--- src/include/sost_pkg.sv ---
package sost_pkg;

  // serial control word: address first, then data, both lsb first
  localparam int unsigned SER_ADDR_W  = 12;
  localparam int unsigned SER_DATA_W  = 28;
  localparam int unsigned SER_WORD_W  = SER_ADDR_W + SER_DATA_W;
  localparam logic [5:0]  SER_CNT_FULL = 6'h28;
  localparam logic [5:0]  SER_CNT_OVER = 6'h29;

  localparam logic [11:0] ADDR_SOURCE_SELECT = 12'h060;
  localparam logic [11:0] ADDR_TRIGGER       = 12'h061;

  localparam int unsigned SEL_W   = 3;
  localparam int unsigned NUM_SEL = 4;
  localparam int unsigned TRIG_W  = 8;

  // selector field positions inside the source-select register
  localparam int unsigned POS_BIAS_SEL  = 0;
  localparam int unsigned POS_MECH_SEL  = 3;
  localparam int unsigned POS_STROBE_SEL = 6;
  localparam int unsigned POS_TEST_SEL  = 9;

  // trigger bit positions
  localparam int unsigned TRIG_ALL_SHUT  = 0;
  localparam int unsigned TRIG_SHUTTER_GEN_1     = 1;
  localparam int unsigned TRIG_SHUTTER_GEN_2     = 2;
  localparam int unsigned TRIG_SHUTTER_GEN_3     = 3;
  localparam int unsigned TRIG_SUB_A     = 4;
  localparam int unsigned TRIG_SUB_B     = 5;
  localparam int unsigned TRIG_EXPOSURE  = 6;
  localparam int unsigned TRIG_READOUT   = 7;

  localparam logic [11:0] RST_SOURCE_SELECT = 12'h000;
  localparam logic [7:0]  RST_TRIGGER       = 8'h00;

  // source codes
  localparam logic [2:0] SRC_SHUTTER_GEN_0    = 3'h0;
  localparam logic [2:0] SRC_SHUTTER_GEN_1    = 3'h1;
  localparam logic [2:0] SRC_SHUTTER_GEN_2    = 3'h2;
  localparam logic [2:0] SRC_SHUTTER_GEN_3    = 3'h3;
  localparam logic [2:0] SRC_SUB_A    = 3'h4;
  localparam logic [2:0] SRC_SUB_B    = 3'h5;
  localparam logic [2:0] SRC_INVALID  = 3'h6;
  localparam logic [2:0] SRC_COMBINED = 3'h7;

  typedef struct packed {
    logic       sl;
    logic       sck;
    logic       sdata;
  } sost_serial_s;

  typedef struct packed {
    logic [3:0] shutter_gen;
    logic       substrate_mux_a;
    logic       substrate_mux_b;
    logic       combined_shutter_mux;
  } sost_sources_s;

  typedef struct packed {
    logic substrate_bias_pin;
    logic mechanical_shutter_pin;
    logic strobe_pin;
    logic test_output;
  } sost_pins_s;

  typedef struct packed {
    logic [3:0] shutter_start;
    logic       substrate_pulse_a_start;
    logic       substrate_pulse_b_start;
    logic       exposure_start;
    logic       readout_start;
  } sost_starts_s;

  typedef struct packed {
    logic                  sck_prev;
    logic                  sl_prev;
    logic                  vsync_prev;
    logic [SER_WORD_W-1:0] shift;
    logic [5:0]            bit_cnt;
    logic [11:0]           pending_sel;
    logic [11:0]           active_sel;
    logic [7:0]            pending_trig;
    logic                  readout_wait;
    sost_pins_s            pins;
    sost_starts_s          starts;
  } sost_state_s;

endpackage

--- src/rtl/sost_top.sv ---
`timescale 1ns/1ps
// Functional notes
// - Bits 2 to 0 of the source-select register pick the source of the substrate-bias pin.
// - Codes 0 to 3 route shutter generator 0 to 3, each fed by its own parameter set.
// - Code 4 routes substrate mux a and code 5 routes substrate mux b.
// - Code 7 routes the combined shutter mux, and code 6 is invalid and drives the pin low.
// - Bits 5 to 3 pick the source of the mechanical-shutter pin with the same codes.
// - Bits 8 to 6 pick the source of the strobe pin with the same codes.
// - Bits 11 to 9 pick the source of the test output with the same codes.
// - Writing ones into the 8-bit trigger register starts the matching operations.
// - Trigger bit 0 starts all four shutter generators, bits 1 to 3 start one each.
// - Trigger bits 4 and 5 start the substrate pulses a and b, bit 6 starts exposure.
// - Trigger bit 7 starts readout, deferred to the end of exposure when both are set.
module sost_top
  import sost_pkg::*;
(
  input  wire logic          mclk,
  input  wire logic          rst,
  input  wire sost_serial_s  ser,
  input  wire logic          vertical_sync,
  input  wire logic          exposure_done,
  input  wire sost_sources_s src,
  output sost_pins_s         pins,
  output sost_starts_s       starts,
  output logic [11:0]        active_select
);

  sost_state_s st;
  sost_state_s next_st;

  logic [NUM_SEL-1:0] routed;
  logic               sck_rise;
  logic               sl_rise;
  logic               vsync_rise;
  logic               word_done;
  logic [11:0]        word_addr;
  logic [27:0]        word_data;

  assign sck_rise   = ser.sck & ~st.sck_prev;
  assign sl_rise    = ser.sl & ~st.sl_prev;
  assign vsync_rise = vertical_sync & ~st.vsync_prev;
  assign word_done  = sl_rise && (st.bit_cnt == SER_CNT_FULL);
  assign word_addr  = st.shift[SER_ADDR_W-1:0];
  assign word_data  = st.shift[SER_WORD_W-1:SER_ADDR_W];

  // one source mux per output, all sharing the code table
  genvar gi;
  generate
    for (gi = 0; gi < NUM_SEL; gi++) begin : g_route
      logic [SEL_W-1:0] code;
      assign code = st.active_sel[gi*SEL_W +: SEL_W];
      always_comb begin
        unique case (code)
          SRC_SHUTTER_GEN_0:    routed[gi] = src.shutter_gen[0];
          SRC_SHUTTER_GEN_1:    routed[gi] = src.shutter_gen[1];
          SRC_SHUTTER_GEN_2:    routed[gi] = src.shutter_gen[2];
          SRC_SHUTTER_GEN_3:    routed[gi] = src.shutter_gen[3];
          SRC_SUB_A:    routed[gi] = src.substrate_mux_a;
          SRC_SUB_B:    routed[gi] = src.substrate_mux_b;
          SRC_COMBINED: routed[gi] = src.combined_shutter_mux;
          SRC_INVALID:  routed[gi] = 1'b0;
        endcase
      end
    end
  endgenerate

  always_comb begin
    next_st            = st;
    next_st.sck_prev   = ser.sck;
    next_st.sl_prev    = ser.sl;
    next_st.vsync_prev = vertical_sync;
    next_st.starts     = '0;

    // serial shifter; a frame longer than one word is dropped whole
    if (ser.sl) begin
      next_st.bit_cnt = '0;
    end else if (sck_rise) begin
      next_st.shift = {ser.sdata, st.shift[SER_WORD_W-1:1]};
      if (st.bit_cnt != SER_CNT_OVER) begin
        next_st.bit_cnt = st.bit_cnt + 6'h01;
      end
    end

    // deferred readout start
    // ahead of the sync step, so a fresh exposure+readout pair landing
    // in the same cycle re-arms the wait instead of being cleared
    if (st.readout_wait && exposure_done) begin
      next_st.readout_wait         = 1'b0;
      next_st.starts.readout_start = 1'b1;
    end

    if (vsync_rise) begin
      next_st.active_sel   = st.pending_sel;
      next_st.pending_trig = '0;
      next_st.starts.shutter_start = {4{st.pending_trig[TRIG_ALL_SHUT]}} |
                                     {st.pending_trig[TRIG_SHUTTER_GEN_3],
                                      st.pending_trig[TRIG_SHUTTER_GEN_2],
                                      st.pending_trig[TRIG_SHUTTER_GEN_1], 1'b0};
      next_st.starts.substrate_pulse_a_start = st.pending_trig[TRIG_SUB_A];
      next_st.starts.substrate_pulse_b_start = st.pending_trig[TRIG_SUB_B];
      next_st.starts.exposure_start          = st.pending_trig[TRIG_EXPOSURE];
      // readout waits for exposure when both are set
      if (st.pending_trig[TRIG_READOUT]) begin
        if (st.pending_trig[TRIG_EXPOSURE]) begin
          next_st.readout_wait = 1'b1;
        end else begin
          next_st.starts.readout_start = 1'b1;
        end
      end
    end

    // a write in the same cycle as sync lands after it, so set beats clear
    if (word_done) begin
      if (word_addr == ADDR_SOURCE_SELECT) begin
        next_st.pending_sel = word_data[11:0];
      end else if (word_addr == ADDR_TRIGGER) begin
        // ones accumulate until the next sync
        next_st.pending_trig = next_st.pending_trig | word_data[TRIG_W-1:0];
      end
    end

    next_st.pins.substrate_bias_pin     = routed[POS_BIAS_SEL / SEL_W];
    next_st.pins.mechanical_shutter_pin = routed[POS_MECH_SEL / SEL_W];
    next_st.pins.strobe_pin             = routed[POS_STROBE_SEL / SEL_W];
    next_st.pins.test_output            = routed[POS_TEST_SEL / SEL_W];
  end

  always_ff @(posedge mclk or posedge rst) begin
    if (rst) begin
      st              <= '0;
      st.sck_prev     <= 1'b0;
      st.sl_prev      <= 1'b1;
      st.pending_sel  <= RST_SOURCE_SELECT;
      st.active_sel   <= RST_SOURCE_SELECT;
      st.pending_trig <= RST_TRIGGER;
    end else begin
      st <= next_st;
    end
  end

  assign pins          = st.pins;
  assign starts        = st.starts;
  assign active_select = st.active_sel;

endmodule

--- config.mk ---
export PLATFORM = sky130hd
export DESIGN_NAME = sost_top
export DESIGN_NICKNAME = d
export VERILOG_FILES = /design/src/include/sost_pkg.sv /design/src/rtl/sost_top.sv
export SDC_FILE = /design/constraint.sdc
export NUM_CORES = 1
export LEC_CHECK = 0
export BUFFER_PORTS_ARGS = -buffer_cell sky130_fd_sc_hd__buf_2
export CELL_PAD_IN_SITES_DETAIL_PLACEMENT = 1
export CELL_PAD_IN_SITES_GLOBAL_PLACEMENT = 1
export CORE_MARGIN = 2
export CORE_UTILIZATION = 40
export DETAILED_ROUTE_END_ITERATION = 10
export PLACE_DENSITY = 0.69
export SLEW_MARGIN = 15
export SYNTH_ARGS = -nofsm -noshare
export SYNTH_HDL_FRONTEND = slang
export SYNTH_SLANG_ARGS = --single-unit
--- constraint.sdc ---
create_clock -name mclk -period 4.15 [get_ports mclk]
set_input_delay 0.83 -clock mclk [delete_from_list [all_inputs] [get_ports mclk]]
set_output_delay 0.83 -clock mclk [all_outputs]
set_load 0.01 [all_outputs]
==> impl_metrics.env <==
export IMPL_setup_violations_final=0
export IMPL_crit_chain="buf_2 -> nand2_1 -> nand4b_2 -> nor3b_4 -> mux2_2"
export IMPL_ys_ff_latch=94
export IMPL_fin_util=0.445
export IMPL_wl_per_cell_um=14.8
export IMPL_path_clk_slew_ns=0.09
export IMPL_crit_type="input port to flip-flop"
export IMPL_hold_ws_ns=0.409
export IMPL_drt_total_wl_um=6780
export IMPL_async_reset_ff_frac=1.00
export IMPL_dieArea_um2=10900
export IMPL_hold_violations=0
export IMPL_drcViolationCount=0
export IMPL_synth_fp_nets=321
export IMPL_cp_required_ns=4.40
export IMPL_pwr_density_cell_nw_per_um2=388
export IMPL_yosysWarningCount=0
export IMPL_yosysSeqAreaShare=0.586
export IMPL_synth_area_leaders="dfrtp_1 (58%), mux2_2 (12%), buf_4 (4.5%)"
export IMPL_crit_fanout=12
export IMPL_synth_distinct_cells=35
export IMPL_gp_congestion=0.756
export IMPL_clockBufferDepth=2
export IMPL_yosys_area_top_type="dfrtp_1"
export IMPL_grt_pass1_vias=2391
export IMPL_synthesis_area_um2=4020
export IMPL_crit_buf_inv=1
export IMPL_area_delta_synth_final_pct=8.35
export IMPL_drt_iter0_markers=83
export IMPL_synth_most_common_cell="dfrtp_1"
export IMPL_totalNegativeSetupSlack_ns=0
export IMPL_syn_inst=304
export IMPL_cts_buffers=9
export IMPL_synth_area_per_cell_um2=13.2
export IMPL_io_buffers=37
export IMPL_grt_ovfl_total=0
export IMPL_relSlewSlack=0.295
export IMPL_hpwlAfterDp_um=4670
export IMPL_end_kind="flip-flop"
export IMPL_rsz0062_at_grt="no"
export IMPL_setup_slack_ns=1.92
export IMPL_hold_path_class="input port to async pin"
export IMPL_synth_edff_count=0
export IMPL_nNetsFinal=337
export IMPL_vias=2224
export IMPL_grt_total_usage=0.138
export IMPL_cap_violations=0
export IMPL_synthTopCellsByCount="dfrtp_1 (93), mux2_2 (43), nand2_1 (40)"
export IMPL_htreeDepth=3
export IMPL_vdd_drop_max_uv=216
export IMPL_ctsResizeCount=0
export IMPL_grt_max_degree=42
export IMPL_antenna_found_initial=0
export IMPL_hold_buffers=0
export IMPL_diodes=0
export IMPL_path_delay_family="simple AND/OR/NAND/NOR gates"
export IMPL_clock_sinks=94
export IMPL_cp_start_kind="input port"
export IMPL_leakagePower_uw=0.00216
export IMPL_synth_top_area_share=0.580
export IMPL_die_h_um=104
export IMPL_fp_dieW_um=104
export IMPL_rows=36
export IMPL_cp_slowest_cell="nor3b_4"
export IMPL_root_buffer="clkbuf_8"
export IMPL_dp_slack_ns=1.52
export IMPL_tightest_slew_ns=1.05
export IMPL_cts_tree="yes"
export IMPL_grt_first_pass_wirelength_um=11800
export IMPL_dr_pass1_iters=4
export IMPL_fin_crit_ns=2.23
export IMPL_clock_skew_final_ns=0.0152
export IMPL_post_cts_buffers=0
export IMPL_core_area_um2=9770
export IMPL_fmax_mhz=449
export IMPL_report_final_slew_viol_count=0
export IMPL_ios=38
export IMPL_ys_flop_type="dfrtp_1"
export IMPL_crit_arrival_ns=2.47
export IMPL_drtAntennaViolNets=0
export IMPL_drive_gt1_frac=0.375
export IMPL_initial_core_util=0.411
export IMPL_status="completed"
export IMPL_insertion_delay_ns=0.36
export IMPL_worst_r2r_setup_slack_ns=1.94
export IMPL_final_period_utilization=0.536
export IMPL_viasPerCell=4.86
export IMPL_slowest_delay_ns=0.69
[worst reg2reg max path, stage by stage (launching register included)]
cell	delay, ns
dfrtp_1	0.45
inv_1	0.10
ha_1	0.14
nand2_1	0.05
nand4b_2	0.26
nor3b_4	0.70
mux2_2	0.41
[layer usage]
layer | up-vias | track usage | routed length [µm]
li1 | 1048 | - | -
met1 | 1122 | 0.173 | 3080
met2 | 44 | 0.226 | 3350
met3 | 10 | 0.0294 | 251
met4 | 0 | 0.0666 | 93
met5 | - | 0 | 0
[where the power goes]
part           switching, µW  total [µW]  internal, µW
registers               21.4         981           960
clock network            322         603           282
logic                   53.1         105          51.8
[worst paths after layout]
kind,endpoint,cells past startpoint,start
worst max-delay path,st[43],5,ser[2]
worst min-delay path,st[91],2,rst
worst max register to register,st[43],6,st[45]
worst min register to register,starts[3],1,st[17]
max in group asynchronous,active_select[3],3,rst
min in group mclk,starts[3],1,st[17]
[sequential cells by signal, indices dropped and copies added (netlist names)]
signal / flops
active_select: 12
pins: 4
st: 70
starts: 8
[per-stage QoR]
step	cells	instance area [µm²]	power, µW
6_report	458	4350	1690
5_1_grt	458	4350	1770
4_1_cts	458	4350	1720
3_5_place_dp	442	4150	1110
3_3_place_gp	442	4150	1100
2_1_floorplan	304	4020	1080
[placed cells by master, fill, tap and decap left out, types with 2 or more instances in the layout]
cell        netlist  routed
o21ai_0           4       4
ha_1              3       3
a22o_1            8       8
mux2_4           10      10
xor2_1            3       3
mux4_2            4       4
nor4b_2           2       2
inv_1             6       5
clkbuf_8          0       9
mux2_2           43      43
nand4_1           2       2
nand2b_1          2       2
nand2_1          40      40
a31oi_1           2       2
dfrtp_1          93      93
clkinvlp_4        0       3
buf_4            24       2
nand3_1           2       2
nor2_1           19      18
a21oi_1           7       7
mux2i_1           3       3
buf_2             5      37
and2_1            4       4
[cell type report]
class	count	area (µm²)
repair buffers	39	200
flip-flops and latches	94	2350
clock buffers	10	128
clock inverters	6	70.1
well taps	133	166
multi-input cells	170	1410
inverters	6	23.8
fillers	1046	5420
[logic make-up after synthesis]
group / Yosys count / synth area share
flops: 94 / 0.586
compound gates: 22 / 0.0361
mux: 60 / 0.188
simple gates: 81 / 0.106
buf+inv: 40 / 0.0654
fa+ha+maj: 3 / 0.00935
xor+xnor: 4 / 0.00873
No activity file was read; power rests on OpenSTA's default activity.
